### src/verilog/ir_timer_pkg.sv
package ir_timer_pkg;

  // IO-control register offsets and the page that holds each of them.
  localparam logic [3:0] MAIN_TIMER_CONTROL_OFS = 4'h7;
  localparam logic [3:0] TIMER12_CONTROL_OFS = 4'h9;
  localparam logic [3:0] PULSE_CONTROL_OFS = 4'hA;
  localparam logic [3:0] FIRST_TIMER_PRESET_OFS = 4'hB;
  localparam logic [3:0] SECOND_TIMER_PRESET_OFS = 4'hC;
  localparam logic [3:0] HIGH_PULSE_PRESET_OFS = 4'hD;
  localparam logic [3:0] LOW_PULSE_PRESET_OFS = 4'hE;
  localparam logic [3:0] IRQ_MASK_OFS = 4'hF;
  localparam logic PAGE_PRESETS = 1'b0;
  localparam logic PAGE_CONTROLS = 1'b1;

  // Values after reset, and the counter end values.
  localparam logic [7:0] REG_RESET = 8'h00;
  localparam logic [7:0] COUNT_RESET = 8'h00;
  localparam logic [7:0] COUNT_LAST = 8'hFF;
  localparam logic [7:0] COUNT_ZERO = 8'h00;

  // Field positions in the main timer control register.
  localparam int INT0_EDGE_BIT = 7;
  localparam int GIE_BIT = 6;
  localparam int SRC_SEL_BIT = 5;
  localparam int PIN_EDGE_BIT = 4;
  localparam int PRESCALER_ON_BIT = 3;

  // Field positions in the two timer control registers.
  localparam int UPPER_SRC_BIT = 7;
  localparam int LOWER_SRC_BIT = 3;

  // Flag positions in the interrupt status and mask layout.
  localparam int MAIN_TIMER_FLAG = 0;
  localparam int INT0_FLAG = 1;
  localparam int TIMER_FLAG_BASE = 3;

  // Index of each preset timer.
  localparam int FIRST_IDX = 0;
  localparam int SECOND_IDX = 1;
  localparam int HIGH_IDX = 2;
  localparam int LOW_IDX = 3;

  // Last prescaler count for a ratio of 2 to the power (code plus 1).
  function automatic logic [7:0] ratio_last(input logic [2:0] code);
    logic [8:0] ratio;
    ratio = 9'h002 << code;
    return 8'(ratio - 9'h001);
  endfunction

endpackage

### src/verilog/preset_timer.sv
`timescale 1ns/1ps
module preset_timer
(
  // Clock and reset
  input wire logic clk_i,
  input wire logic rst_n_i,
  // Source clock tick and control
  input wire logic tick_i,
  input wire logic run_i,
  input wire logic [2:0] code_i,
  input wire logic [7:0] preset_i,
  // Underflow event
  output logic uflow_o
);

  logic [7:0] pre_reg;
  logic [7:0] pre_next;
  logic [7:0] cnt_reg;
  logic [7:0] cnt_next;
  logic uflow_next;
  wire step = run_i && tick_i && (pre_reg == ir_timer_pkg::ratio_last(code_i));
  wire at_zero = (cnt_reg == ir_timer_pkg::COUNT_ZERO);

  // A stopped timer stays loaded, so each phase starts from a full preset.
  always_comb
  begin
    pre_next = pre_reg;
    cnt_next = cnt_reg;
    uflow_next = 1'b0;
    if (!run_i)
    begin
      pre_next = ir_timer_pkg::COUNT_ZERO;
      cnt_next = preset_i;
    end
    else if (tick_i)
    begin
      pre_next = step ? ir_timer_pkg::COUNT_ZERO : 8'(pre_reg + 8'h01);
      if (step)
      begin
        cnt_next = at_zero ? preset_i : 8'(cnt_reg - 8'h01);
        uflow_next = at_zero;
      end
    end
  end

  always_ff @(posedge clk_i)
  begin
    if (!rst_n_i)
    begin
      pre_reg <= ir_timer_pkg::COUNT_RESET;
      cnt_reg <= ir_timer_pkg::COUNT_RESET;
      uflow_o <= 1'b0;
    end
    else
    begin
      pre_reg <= pre_next;
      cnt_reg <= cnt_next;
      uflow_o <= uflow_next;
    end
  end

  reload_value_a: assert property (@(posedge clk_i) disable iff (!rst_n_i) // RULE_04
    uflow_o |-> cnt_reg == $past(preset_i))
    else $error("Timer did not reload its preset on underflow.");

endmodule

### src/verilog/ir_pwm_timer_set.sv
`timescale 1ns/1ps
// Overview of operation
// [RULE_01] First timer: 8-bit down counter, 8-bit prescaler, preset reloads on underflow.
// [RULE_02] Second timer: same structure, its own readable and writable preset.
// [RULE_03] Second timer toggles the carrier; frequency is source/(2*(preset+1)*ratio).
// [RULE_04] High-pulse timer: 8-bit down counter, prescaler, preset reload on underflow.
// [RULE_05] High phase lasts ratio times (preset+1) high-timer source clocks.
// [RULE_06] Low-pulse timer: 8-bit down counter, prescaler, preset reload on underflow.
// [RULE_07] Low phase lasts ratio times (preset+1) low-timer source clocks.
// [RULE_08] Mask register holds one enable per source; fully readable and writable.
// [RULE_09] Bit 7 picks rising (0) or falling (1) edge for external interrupt 0.
// [RULE_10] Bit 6 reads global enable: cleared by disable or entry, set by enable/return.
// [RULE_11] Bit 5 picks instruction clock (0) or external pin transitions (1).
// [RULE_12] External count source period must exceed the instruction clock period.
// [RULE_13] Bit 4 counts rising (0) or falling (1) pin edges.
// [RULE_14] Prescaler off gives 1:1; on, codes 0 to 7 give 1:2 to 1:256.
// [RULE_15] Each timer selects sub (0) or main (1) oscillator and a 1:2-1:256 ratio.
// [RULE_16] IR mode with modulator on: low sections carry the second timer carrier.
// [RULE_17] Long-low option ignores the high preset; low timer alone shapes the output.
// [RULE_18] Each timer underflow sets its own sticky status flag.
// [RULE_19] PWM alternates high and low phases, each starting on the other's underflow.
module ir_pwm_timer_set
(
  // Clock and reset
  input wire logic MCLK_I,
  input wire logic RST_N_I,
  // IO-control register access
  input wire logic IOC_PAGE_I,
  input wire logic [3:0] IOC_ADDR_I,
  input wire logic IOC_WR_I,
  input wire logic [7:0] IOC_WDATA_I,
  output logic [7:0] IOC_RDATA_O,
  // Output waveform control
  input wire logic IR_EN_I,
  input wire logic CARRIER_MOD_EN_I,
  input wire logic LONG_LOW_OPT_I,
  input wire logic [1:0] COUNTER_RUN_I,
  // Processor events
  input wire logic INSTR_CYC_I,
  input wire logic IRQ_OFF_INSTR_I,
  input wire logic IRQ_ON_INSTR_I,
  input wire logic RETURN_FROM_IRQ_INSTR_I,
  input wire logic IRQ_ENTRY_I,
  input wire logic [7:0] FLAG_CLR_I,
  // Pins and oscillators
  input wire logic SUB_OSC_CLK_I,
  input wire logic MAIN_OSC_CLK_I,
  input wire logic MAIN_TIMER_PIN_I,
  input wire logic EXT_INT0_PIN_I,
  // Results
  output logic IR_PWM_OUT_PIN_O,
  output logic IRQ_REQ_O,
  output logic [7:0] FLAGS_O,
  output logic [7:0] MAIN_TIMER8_O
);

  function automatic logic hit(input logic page, input logic [3:0] addr,
                               input logic want_page, input logic [3:0] want_addr);
    return (page == want_page) && (addr == want_addr);
  endfunction

  logic [7:0] main_ctl_reg;
  logic [7:0] timer12_ctl_reg;
  logic [7:0] pulse_ctl_reg;
  logic [7:0] preset_reg [4];
  logic [7:0] irq_mask_reg;
  logic gie_reg;
  logic [7:0] flags_reg;
  logic [7:0] flags_next;
  logic [7:0] main_pre_reg;
  logic [7:0] main_pre_next;
  logic [7:0] main_cnt_reg;
  logic [7:0] main_cnt_next;
  logic main_ovf;
  logic phase_high_reg;
  logic phase_high_next;
  logic carrier_reg;
  logic carrier_next;
  logic [7:0] rdata_next;

  // Two flip-flops before any logic reads a pin or an oscillator.
  logic [3:0] sync1_reg;
  logic [3:0] sync2_reg;
  logic [3:0] sync3_reg;
  wire [3:0] pins_in = {EXT_INT0_PIN_I, MAIN_TIMER_PIN_I, MAIN_OSC_CLK_I, SUB_OSC_CLK_I};
  wire [3:0] rise = sync2_reg & ~sync3_reg;
  wire [3:0] fall = ~sync2_reg & sync3_reg;

  always_ff @(posedge MCLK_I)
  begin
    if (!RST_N_I)
    begin
      sync1_reg <= 4'h0;
      sync2_reg <= 4'h0;
      sync3_reg <= 4'h0;
    end
    else
    begin
      sync1_reg <= pins_in;
      sync2_reg <= sync1_reg;
      sync3_reg <= sync2_reg;
    end
  end

  // Register write decode.
  wire wr_main = IOC_WR_I && hit(IOC_PAGE_I, IOC_ADDR_I, ir_timer_pkg::PAGE_CONTROLS,
                                 ir_timer_pkg::MAIN_TIMER_CONTROL_OFS);
  wire wr_t12 = IOC_WR_I && hit(IOC_PAGE_I, IOC_ADDR_I, ir_timer_pkg::PAGE_CONTROLS,
                                ir_timer_pkg::TIMER12_CONTROL_OFS);
  wire wr_pulse = IOC_WR_I && hit(IOC_PAGE_I, IOC_ADDR_I, ir_timer_pkg::PAGE_CONTROLS,
                                  ir_timer_pkg::PULSE_CONTROL_OFS);
  wire wr_mask = IOC_WR_I && hit(IOC_PAGE_I, IOC_ADDR_I, ir_timer_pkg::PAGE_PRESETS,
                                 ir_timer_pkg::IRQ_MASK_OFS);
  wire [3:0] wr_preset;

  always_ff @(posedge MCLK_I)
  begin
    if (!RST_N_I)
    begin
      main_ctl_reg <= ir_timer_pkg::REG_RESET;
      timer12_ctl_reg <= ir_timer_pkg::REG_RESET;
      pulse_ctl_reg <= ir_timer_pkg::REG_RESET;
      irq_mask_reg <= ir_timer_pkg::REG_RESET;
    end
    else
    begin
      // The global enable bit is read only, so a write never touches it.
      if (wr_main)
        main_ctl_reg <= IOC_WDATA_I & ~(8'h01 << ir_timer_pkg::GIE_BIT);
      if (wr_t12)
        timer12_ctl_reg <= IOC_WDATA_I;
      if (wr_pulse)
        pulse_ctl_reg <= IOC_WDATA_I;
      // [RULE_08] Mask write.
      if (wr_mask)
        irq_mask_reg <= IOC_WDATA_I;
    end
  end

  // Per-timer source, ratio, run and preset, one slice per timer.
  logic [3:0] src_sel;
  logic [2:0] code [4];
  logic [3:0] run;
  logic [3:0] tick;
  logic [3:0] uflow;

  assign src_sel = {pulse_ctl_reg[ir_timer_pkg::UPPER_SRC_BIT],
                    pulse_ctl_reg[ir_timer_pkg::LOWER_SRC_BIT],
                    timer12_ctl_reg[ir_timer_pkg::UPPER_SRC_BIT],
                    timer12_ctl_reg[ir_timer_pkg::LOWER_SRC_BIT]};
  assign code[ir_timer_pkg::FIRST_IDX] = timer12_ctl_reg[2:0];
  assign code[ir_timer_pkg::SECOND_IDX] = timer12_ctl_reg[6:4];
  assign code[ir_timer_pkg::HIGH_IDX] = pulse_ctl_reg[2:0];
  assign code[ir_timer_pkg::LOW_IDX] = pulse_ctl_reg[6:4];

  // [RULE_17] Long-low option holds the high timer.
  assign run[ir_timer_pkg::FIRST_IDX] = COUNTER_RUN_I[0];
  assign run[ir_timer_pkg::SECOND_IDX] = COUNTER_RUN_I[1] || (IR_EN_I && CARRIER_MOD_EN_I);
  assign run[ir_timer_pkg::HIGH_IDX] = IR_EN_I && phase_high_reg && !LONG_LOW_OPT_I;
  assign run[ir_timer_pkg::LOW_IDX] = IR_EN_I && (!phase_high_reg || LONG_LOW_OPT_I);

  genvar gi;
  generate
    for (gi = 0; gi < 4; gi++)
    begin : g_timer
      assign wr_preset[gi] = IOC_WR_I && hit(IOC_PAGE_I, IOC_ADDR_I,
        ir_timer_pkg::PAGE_PRESETS, 4'(ir_timer_pkg::FIRST_TIMER_PRESET_OFS + 4'(gi)));
      // [RULE_15] Sub oscillator when 0, main oscillator when 1.
      assign tick[gi] = src_sel[gi] ? rise[1] : rise[0];

      always_ff @(posedge MCLK_I)
      begin
        if (!RST_N_I)
          preset_reg[gi] <= ir_timer_pkg::REG_RESET;
        else if (wr_preset[gi])
          preset_reg[gi] <= IOC_WDATA_I;
      end

      // [RULE_01] [RULE_02] [RULE_04] [RULE_06] Down counter with reload.
      preset_timer u_timer
      (
        .clk_i(MCLK_I),
        .rst_n_i(RST_N_I),
        .tick_i(tick[gi]),
        .run_i(run[gi]),
        .code_i(code[gi]),
        .preset_i(preset_reg[gi]),
        .uflow_o(uflow[gi])
      );
    end
  endgenerate

  // Main timer event source and prescaler.
  wire src_ext = main_ctl_reg[ir_timer_pkg::SRC_SEL_BIT];
  wire pre_on = main_ctl_reg[ir_timer_pkg::PRESCALER_ON_BIT];
  // [RULE_13] Pin edge choice.
  wire pin_evt = main_ctl_reg[ir_timer_pkg::PIN_EDGE_BIT] ? fall[2] : rise[2];
  // [RULE_11] Instruction clock or pin transitions; the pin must run slower.
  wire main_evt = src_ext ? pin_evt : INSTR_CYC_I;
  // [RULE_14] Ratio 1:1 or 1:2 up to 1:256.
  wire pre_done = !pre_on || (main_pre_reg == ir_timer_pkg::ratio_last(main_ctl_reg[2:0]));
  wire main_step = main_evt && pre_done;

  always_comb
  begin
    main_pre_next = main_pre_reg;
    main_cnt_next = main_cnt_reg;
    if (main_evt)
      main_pre_next = pre_done ? ir_timer_pkg::COUNT_ZERO : 8'(main_pre_reg + 8'h01);
    if (main_step)
      main_cnt_next = 8'(main_cnt_reg + 8'h01);
  end

  assign main_ovf = main_step && (main_cnt_reg == ir_timer_pkg::COUNT_LAST);

  // [RULE_09] External interrupt 0 edge choice.
  wire int0_evt = main_ctl_reg[ir_timer_pkg::INT0_EDGE_BIT] ? fall[3] : rise[3];

  // [RULE_18] Sticky flags; a set in the cycle of its clear wins.
  always_comb
  begin
    flags_next = flags_reg & ~FLAG_CLR_I;
    flags_next[ir_timer_pkg::MAIN_TIMER_FLAG] =
      flags_next[ir_timer_pkg::MAIN_TIMER_FLAG] || main_ovf;
    flags_next[ir_timer_pkg::INT0_FLAG] = flags_next[ir_timer_pkg::INT0_FLAG] || int0_evt;
    flags_next[ir_timer_pkg::TIMER_FLAG_BASE +: 4] =
      flags_next[ir_timer_pkg::TIMER_FLAG_BASE +: 4] | uflow;
    flags_next[2] = 1'b0;
    flags_next[7] = 1'b0;
  end

  // [RULE_05] [RULE_07] Each phase lasts one full timer period.
  // [RULE_19] Phase sequence of the output waveform.
  always_comb
  begin
    phase_high_next = phase_high_reg;
    if (!IR_EN_I)
      phase_high_next = 1'b1;
    else if (LONG_LOW_OPT_I)
      phase_high_next = uflow[ir_timer_pkg::LOW_IDX] ? !phase_high_reg : phase_high_reg;
    else if (uflow[ir_timer_pkg::HIGH_IDX])
      phase_high_next = 1'b0;
    else if (uflow[ir_timer_pkg::LOW_IDX])
      phase_high_next = 1'b1;
  end

  // [RULE_03] Carrier toggles on each second-timer underflow while IR mode and the modulator are on; otherwise it is held at 0.
  assign carrier_next = (IR_EN_I && CARRIER_MOD_EN_I) ?
    (carrier_reg ^ uflow[ir_timer_pkg::SECOND_IDX]) : 1'b0;

  // [RULE_16] Low sections carry the carrier in IR mode with the modulator on.
  wire out_next = IR_EN_I && (phase_high_reg || (CARRIER_MOD_EN_I && carrier_reg));

  // Register read mux; unmapped addresses read zero.
  wire [7:0] main_rd = main_ctl_reg | (8'(gie_reg) << ir_timer_pkg::GIE_BIT);
  always_comb
  begin
    rdata_next = 8'h00;
    if (hit(IOC_PAGE_I, IOC_ADDR_I, ir_timer_pkg::PAGE_CONTROLS,
            ir_timer_pkg::MAIN_TIMER_CONTROL_OFS))
      rdata_next = main_rd;
    else if (hit(IOC_PAGE_I, IOC_ADDR_I, ir_timer_pkg::PAGE_CONTROLS,
                 ir_timer_pkg::TIMER12_CONTROL_OFS))
      rdata_next = timer12_ctl_reg;
    else if (hit(IOC_PAGE_I, IOC_ADDR_I, ir_timer_pkg::PAGE_CONTROLS,
                 ir_timer_pkg::PULSE_CONTROL_OFS))
      rdata_next = pulse_ctl_reg;
    else if (hit(IOC_PAGE_I, IOC_ADDR_I, ir_timer_pkg::PAGE_PRESETS,
                 ir_timer_pkg::IRQ_MASK_OFS))
      rdata_next = irq_mask_reg;
    else
    begin
      for (int i = 0; i < 4; i++)
      begin
        if (hit(IOC_PAGE_I, IOC_ADDR_I, ir_timer_pkg::PAGE_PRESETS,
                4'(ir_timer_pkg::FIRST_TIMER_PRESET_OFS + 4'(i))))
          rdata_next = preset_reg[i];
      end
    end
  end

  always_ff @(posedge MCLK_I)
  begin
    if (!RST_N_I)
    begin
      main_pre_reg <= ir_timer_pkg::COUNT_RESET;
      main_cnt_reg <= ir_timer_pkg::COUNT_RESET;
      flags_reg <= ir_timer_pkg::REG_RESET;
      phase_high_reg <= 1'b1;
      carrier_reg <= 1'b0;
      gie_reg <= 1'b0;
    end
    else
    begin
      main_pre_reg <= main_pre_next;
      main_cnt_reg <= main_cnt_next;
      flags_reg <= flags_next;
      phase_high_reg <= phase_high_next;
      carrier_reg <= carrier_next;
      // [RULE_10] Disable and entry win over enable in the same cycle.
      if (IRQ_OFF_INSTR_I || IRQ_ENTRY_I)
        gie_reg <= 1'b0;
      else if (IRQ_ON_INSTR_I || RETURN_FROM_IRQ_INSTR_I)
        gie_reg <= 1'b1;
    end
  end

  always_ff @(posedge MCLK_I)
  begin
    if (!RST_N_I)
    begin
      IOC_RDATA_O <= 8'h00;
      IR_PWM_OUT_PIN_O <= 1'b0;
      IRQ_REQ_O <= 1'b0;
      FLAGS_O <= 8'h00;
      MAIN_TIMER8_O <= 8'h00;
    end
    else
    begin
      IOC_RDATA_O <= rdata_next;
      IR_PWM_OUT_PIN_O <= out_next;
      IRQ_REQ_O <= gie_reg && |(flags_reg & irq_mask_reg);
      FLAGS_O <= flags_next;
      MAIN_TIMER8_O <= main_cnt_next;
    end
  end

  first_flag_a: assert property (@(posedge MCLK_I) disable iff (!RST_N_I) // RULE_18
    uflow[0] |=> flags_reg[ir_timer_pkg::TIMER_FLAG_BASE])
    else $error("First timer underflow did not set its flag.");
  second_flag_a: assert property (@(posedge MCLK_I) disable iff (!RST_N_I) // RULE_18
    uflow[1] |=> FLAGS_O[ir_timer_pkg::TIMER_FLAG_BASE + 1])
    else $error("Second timer underflow did not set its flag.");
  carrier_toggle_a: assert property (@(posedge MCLK_I) disable iff (!RST_N_I) // RULE_03
    (IR_EN_I && CARRIER_MOD_EN_I && uflow[1]) ##1 (IR_EN_I && CARRIER_MOD_EN_I)
      |-> carrier_reg != $past(carrier_reg))
    else $error("Carrier did not toggle on second timer underflow.");
  high_end_a: assert property (@(posedge MCLK_I) disable iff (!RST_N_I) // RULE_05
    (IR_EN_I && !LONG_LOW_OPT_I && uflow[2]) ##1 IR_EN_I |-> !phase_high_reg)
    else $error("High phase did not end on high timer underflow.");
  low_end_a: assert property (@(posedge MCLK_I) disable iff (!RST_N_I) // RULE_07
    (IR_EN_I && !LONG_LOW_OPT_I && uflow[3]) ##1 IR_EN_I |-> phase_high_reg)
    else $error("Low phase did not end on low timer underflow.");
  mask_write_a: assert property (@(posedge MCLK_I) disable iff (!RST_N_I) // RULE_08
    wr_mask |=> irq_mask_reg == $past(IOC_WDATA_I))
    else $error("Mask register did not take the written value.");
  gie_clear_a: assert property (@(posedge MCLK_I) disable iff (!RST_N_I) // RULE_10
    (IRQ_OFF_INSTR_I || IRQ_ENTRY_I) |=> !gie_reg ##1 !IRQ_REQ_O)
    else $error("Global enable not cleared by disable or entry.");
  gie_set_a: assert property (@(posedge MCLK_I) disable iff (!RST_N_I) // RULE_10
    (RETURN_FROM_IRQ_INSTR_I && !IRQ_OFF_INSTR_I && !IRQ_ENTRY_I) |=> gie_reg)
    else $error("Global enable not set by return.");
  int0_edge_a: assert property (@(posedge MCLK_I) disable iff (!RST_N_I) // RULE_09
    (!main_ctl_reg[ir_timer_pkg::INT0_EDGE_BIT] && rise[3]) |=> FLAGS_O[1])
    else $error("Rising edge on interrupt pin did not set its flag.");
  tcc_step_a: assert property (@(posedge MCLK_I) disable iff (!RST_N_I) // RULE_11
    (!src_ext && !pre_on && INSTR_CYC_I) |=> main_cnt_reg == 8'($past(main_cnt_reg) + 8'h01))
    else $error("Main timer did not step on instruction clock.");
  long_low_a: assert property (@(posedge MCLK_I) disable iff (!RST_N_I) // RULE_17
    LONG_LOW_OPT_I |=> !uflow[2])
    else $error("High timer ran while long-low option is set.");
  low_mod_a: assert property (@(posedge MCLK_I) disable iff (!RST_N_I) // RULE_16
    (IR_EN_I && !phase_high_reg && !CARRIER_MOD_EN_I) |=> !IR_PWM_OUT_PIN_O)
    else $error("Unmodulated low section was not low.");

endmodule

### config.mk
export PLATFORM = sky130hd
export DESIGN_NAME = ir_pwm_timer_set
export DESIGN_NICKNAME = d
export VERILOG_FILES = /design/src/verilog/ir_timer_pkg.sv /design/src/verilog/preset_timer.sv /design/src/verilog/ir_pwm_timer_set.sv
export SDC_FILE = /design/constraint.sdc
export NUM_CORES = 1
export LEC_CHECK = 0
export BUFFER_PORTS_ARGS = -buffer_cell sky130_fd_sc_hd__clkbuf_2
export CAP_MARGIN = 5
export CORE_MARGIN = 5
export CORE_UTILIZATION = 35
export CTS_CLUSTER_SIZE = 14
export DETAILED_ROUTE_END_ITERATION = 16
export PLACE_DENSITY = 0.6
export SYNTH_ARGS = -nofsm -noshare
export SYNTH_HDL_FRONTEND = slang
export SYNTH_SLANG_ARGS = --single-unit
### constraint.sdc
create_clock -name MCLK_I -period 2.6 [get_ports MCLK_I]
set_input_delay 0.13 -clock MCLK_I [delete_from_list [all_inputs] [get_ports MCLK_I]]
set_output_delay 0.13 -clock MCLK_I [all_outputs]
set_load 0.1 [all_outputs]
=== After elaboration in Yosys (flattened, before gate mapping) ===
Memory sizes are Yosys's and may differ from the RTL's.
Index checks and enable logic that the tools add are counted.

* Add/subtract/negate cells: 15
* Equality and inequality tests: 23
* Shift-type cells: 5
* Multiplexer cells: 57
* Bitwise operators: 16
* Reduce and logical (&&, ||, !) cells: 66

{| class="wikitable"
|+ Operator list
! kind !! number
|-
| two-way mux 8 bit || 33
|-
| subtractor 8 x 1 -> 8 bit (second input constant) || 9
|-
| adder 8 x 1 -> 8 bit (second input constant) || 6
|-
| equality test 8 bit || 5
|-
| left shift 2 x 3 -> 8 bit (first input constant) || 5
|-
| logical AND 1 bit || 33
|-
| zero test 8 bit || 4
|-
| equality test 4 bit (second input constant) || 7
|-
| two-way mux 1 bit || 24
|-
| AND reduction 2 bit || 11
|-
| AND reduction 4 bit || 4
|-
| inequality test 2 x 1 -> 1 bit (second input constant) || 6
|-
| AND 4 bit || 2
|-
| AND 7 x 8 -> 8 bit || 1
|-
| equality test 8 bit (second input constant) || 1
|-
| logical OR 1 bit || 8
|-
| inverter 4 bit || 2
|-
| bitwise OR 8 x 7 -> 8 bit || 1
|-
| OR reduction 8 bit || 1
|-
| AND 7 bit || 1
|-
| inverter 7 bit || 1
|-
| inequality test 2 bit (second input constant) || 3
|-
| equality test 4 x 3 -> 1 bit (second input constant) || 1
|-
| bitwise OR 1 bit || 4
|-
| 6 further kinds || 9
|}

* Register bits after elaboration: 146
* Memory bits (writable): 32
* Bits of input ports: 38
* Output and inout bits: 26
* Logic and storage cells: 211
* Memories: 1

{| class="wikitable"
|+ Memory list
! name !! words !! width !! read ports !! clocked after Yosys merged registers in !! write ports !! line !! text
|-
| preset_reg || 4 || 8 || 4 || 0 || 4 || ir_pwm_timer_set.sv:65 || <nowiki>logic [7:0] preset_reg [4];</nowiki>
|}

=== Logic depth before layout (Yosys ltp) ===
* Depth in word-level cells: 10
* Mapped depth: 8
* Depth with buffers taken out: 8

=== Hierarchy ===
A second synthesis with hierarchy kept.

* Cells, all modules: 1119
* Area total of the unflattened synthesis: 9666.8 µm²

{| class="wikitable"
|+ Modules (own cells, without submodules)
! module !! times used !! cells an instance !! area each (µm²) !! sequential area each (µm²)
|-
| ir_pwm_timer_set || 1 || 510 || 4768.3 || 2522.4
|-
| preset_timer at g_timer[0].u_timer ... || 3 || 151 || 1212.4 || 340.3
|-
| preset_timer at g_timer[3].u_timer || 1 || 156 || 1261.2 || 340.3
|}

=== Least setup slack after synthesis ===
OpenSTA, ideal clock, no wires.

* Path type: reg2reg
* From: register g_timer[3].u_timer.cnt_reg[0]
* To: register g_timer[3].u_timer.cnt_reg[3]
* Setup time: 0.117 ns
* Data arrival time: 2.206 ns
* Data required time: 2.483 ns
* Setup slack: 0.277 ns
* Stages on the path, launching flop included: 8
* Path buffers: 0
* Clock period less this slack: 2.323 ns
* Cells stage by stage: dfxtp_1 > inv_1 > ha_1 > or4b_2 > or2_2 > nand2_2 > mux2_2 > a32o_1

* Longest elaborated chain between the ends: 5
* Elaborated cells on any way between the ends: 6
* Those cells by class: 1 x add/sub; 4 x mux; 1 x reduce/logical

{| class="wikitable"
|+ Ends and longest elaborated chain
! what !! line !! text
|-
| start: declaration || preset_timer.sv:18 || <nowiki>logic [7:0] cnt_reg;</nowiki>
|-
| start signal: assignment || preset_timer.sv:51 || <nowiki>cnt_reg <= ir_timer_pkg::COUNT_RESET;</nowiki>
|-
| start signal: assignment || preset_timer.sv:57 || <nowiki>cnt_reg <= cnt_next;</nowiki>
|-
| subtractor 8 x 1 -> 8 bit / zero test 8 bit (equally long branches) || preset_timer.sv:40, preset_timer.sv:22 ||
|-
| two-way mux 8 bit * || preset_timer.sv:40 || <nowiki>cnt_next = at_zero ? preset_i : 8'(cnt_reg - 8'h01);</nowiki>
|-
| two-way mux 8 bit * || preset_timer.sv:38 || <nowiki>if (step)</nowiki>
|-
| two-way mux 8 bit * || preset_timer.sv:35 || <nowiki>else if (tick_i)</nowiki>
|-
| two-way mux 8 bit * || preset_timer.sv:30 || <nowiki>if (!run_i)</nowiki>
|}

Mark *: on every way between the ends. The rest lies on a longest branch, timed or not. The select of a mux whose other input is x is not followed.
A chain may end at the register's enable or synchronous reset.

=== Worst setup path after layout ===
Ends and elaborated chain as after synthesis.

==> results.cfg <==
[yosys]
synth_top_family_by_area = simple AND/OR/NAND/NOR gates
ys_warn_count = 0
ys_seq_area_frac = 0.422
muxShareOfSynthArea = 0.0204
synth_cell_types = 80
ys_ff_latch = 178
synth_fa_ha_area_frac = 0.0190
synth-main-ff-cell = dfxtp_1
syn-cell-area_sq_um = 9200
synth_compound_area_frac = 0.204
syn_area_per_cell_sq_um = 8.43
netlist_instances = 1092
async_reset_ff_frac = 0
synth-simple-area-share = 0.260
synth_edf_count = 32
synth_xor_area_frac = 0.0352

[drt]
vias = 8375
drtPass1Iterations = 7
routedWlPerCell_um = 16.9
finalWirelength_um = 25500
postRouteAntennaNets = 0
drt_iter0_drc = 648
vias_per_cell = 5.55
remaining_drc_errors = 0

[grt]
grt_pass1_vias = 7824
gr-total-overflow = 0
grt_pass1_wl_um = 41200
antenna_found_initial = 0
groute.usage.overall = 0.173
grt_max_degree = 70

[timing]
skew_ns = 0.0105
worstMarginPinSlew_ns = 0.874
period_minus_slack_ns = 2.39
maxSlewViolCount = 0
max_freq_ghz = 0.418
fin_tns_setup_ns = 0
final.period_utilization = 0.921
setup_viol = 0
hold_viol = 0
maxSlewHeadroom = 0.414
rsz0062_at_grt = no

[finish]
area_growth_syn_to_layout_pct = 15.5
drive_gt1_frac = 0.130
fin_area_sq_um = 10600
diodes = 0
nNetsFinal = 1212
fillers = 2646

[power]
p_int_w = 0.00452
vdd_drop_max_mv = 0.403
p_comb_frac = 0.135
seqPwrFrac = 0.478
p_leak_nw = 3.77
p_sw_w = 0.00177
powerDensity_nw_per_um2 = 592
netSwitchingFraction = 0.282
power_frac_clock = 0.387

[clock_tree]
cts_buffers = 17
cts_max_path_buffers = 2
cts_tree = yes
root_buffer = clkbuf_16
cts_setup_buffers = 0
cts_resized = 0
htreeDepth = 4
holdBufCountCts = 13
clkTransAtPathRegs_ns = 0.07
clock_latency_ns = 0.44
cts_sinks = 178

[setup_path]
cp-end-kind = register
path_cells = inv_1 -> ha_1 -> or4b_2 -> or2_2 -> nand2_2 -> mux2_2 -> a32o_1
cp_slowest_cell = or4b_2
cpLargestDelayFamily = simple AND/OR/NAND/NOR gates
rr_worst_depth = 7
critPathRequiredTime_ns = 2.92
critPathMaxFanout = 5
worst-path-buf-inv = 1
worstSetupStartpoint = g_timer[3].u_timer.cnt_reg[0]
cp.arrival_ns = 2.72
rr_startpoint = g_timer[3].u_timer.cnt_reg[0]
critical_path_class = register to register
start_kind = register
critical_path_cell_count = 7
cpPeakStageDelay_ns = 0.63

[run_status]
outcome = complete, no violations

[min_path]
hold_path.class = input port to register
worstHoldStart = IR_EN_I
hold_depth = 3

[floorplanning]
fp-row-count = 59
die-area_sq_um = 29600
ioPinCount = 64
core-area_sq_um = 26000
die-height_um = 172
initial_core_util = 0.354
die_x_um = 172

[flow_run]
cap_violations = 0

[place]
hpwl_um = 18200
place_congestion = 0.837
placed_area_sq_um = 9950
port_buffers = 59
[metrics by stage]
stage	cells	utilization	worst slack, ns	total power [W]	hold slack, ns
global route	1508	0.409	0.0445	0.00655	0.0932
CTS	1508	0.409	0.213	0.00634	0.0697
floorplan	1093	-	0.277	0.00363	0.207
finish	1508	0.409	0.206	0.00629	0.0850
detailed placement	1463	0.383	0.223	0.00389	0.300
global placement	1463	0.383	0.252	0.00388	0.293
[final timing paths]
path,to,slack (ns)
max,g_timer[3].u_timer.cnt_reg[3],0.21
min,IR_PWM_OUT_PIN_O,0.08
max reg2reg,g_timer[3].u_timer.cnt_reg[3],0.21
min reg2reg,sync2_reg[0],0.44
[power by group through the flow]
stage / Combinational [W] / Clock (W) / Sequential, W
after global routing: 0.000937 / 0.00260 / 0.00302
final: 0.000850 / 0.00243 / 0.00300
after floorplan: 0.000537 / 0 / 0.00310
after CTS: 0.000845 / 0.00249 / 0.00300
after global placement: 0.000817 / 0 / 0.00306
after detailed placement: 0.000826 / 0 / 0.00306
[cell families after synthesis]
logic type | Yosys count
XOR/XNOR | 37
flip-flops | 178
adder cells (fa/ha/maj) | 14
AO/OA/AOI/OAI | 277
AND/OR/NAND/NOR | 475
multiplexers | 18
buffers and inverters | 92
other | 1
[placed cells by master (no fill, tap or decap), types with 9 or more instances in the layout]
master / Yosys / final
a21oi_1: 91 / 91
a31oi_1: 13 / 13
nand2_1: 120 / 120
dlygate4sd3_1: 0 / 13
clkbuf_16: 0 / 17
edfxtp_1: 32 / 32
nor2b_1: 11 / 11
mux2i_1: 12 / 12
dfxtp_1: 146 / 146
and2_1: 52 / 52
ha_1: 14 / 14
and3_1: 9 / 9
o21ai_0: 28 / 28
nor4_1: 13 / 13
o31ai_1: 11 / 11
clkbuf_2: 0 / 59
nand3_1: 69 / 69
or4_1: 10 / 10
nor2_1: 89 / 89
a221oi_1: 9 / 9
xnor2_1: 20 / 20
xor2_1: 17 / 17
nor3_1: 37 / 36
nand2b_1: 14 / 14
inv_1: 37 / 37
a211oi_1: 9 / 9
a22oi_1: 18 / 18
o211ai_1: 9 / 9
nand4_1: 18 / 18
buf_4: 2 / 29
o22ai_1: 11 / 11
o21a_1: 9 / 9
[tightest hold or removal path, cell delays in order]
cell      delay [ns]
clkbuf_2        0.16
nand2_1         0.13
nor2_1          0.05
[cells in the mapped netlist (all sizes together), types with 14 or more instances]
cell type    n  area (sq um)
dfxtp      146          2920
nand2      121           457
a21oi       91           455
nor2        89           334
nand3       69           345
and2        52           325
clkbuf      42           158
nor3        38           195
inv         37           139
edfxtp      32           961
o21ai       29           145
xnor2       20           175
a22oi       18           135
nand4       18           113
xor2        17           149
a31oi       14          93.8
ha          14           175
nand2b      14          87.6
[final cells by class]
class,instances,area (sq um),area share
clock inverter,9,70.1,0.00660
clock buffer,23,478,0.0450
sequential,178,3880,0.366
tap,335,419,0.0395
timing repair buffer,102,663,0.0624
inverter,38,143,0.0134
multi-input combinational,823,4970,0.468
[metal layers]
metal / GRT usage / up-vias / routed length (um)
met2: 0.288 / 201 / 12300
met1: 0.229 / 3997 / 11600
met5: 0 / - / 0
li1: - / 4147 / -
met4: 0.0567 / 0 / 467
met3: 0.0293 / 30 / 1130
Power figures use the tool's default switching activity.
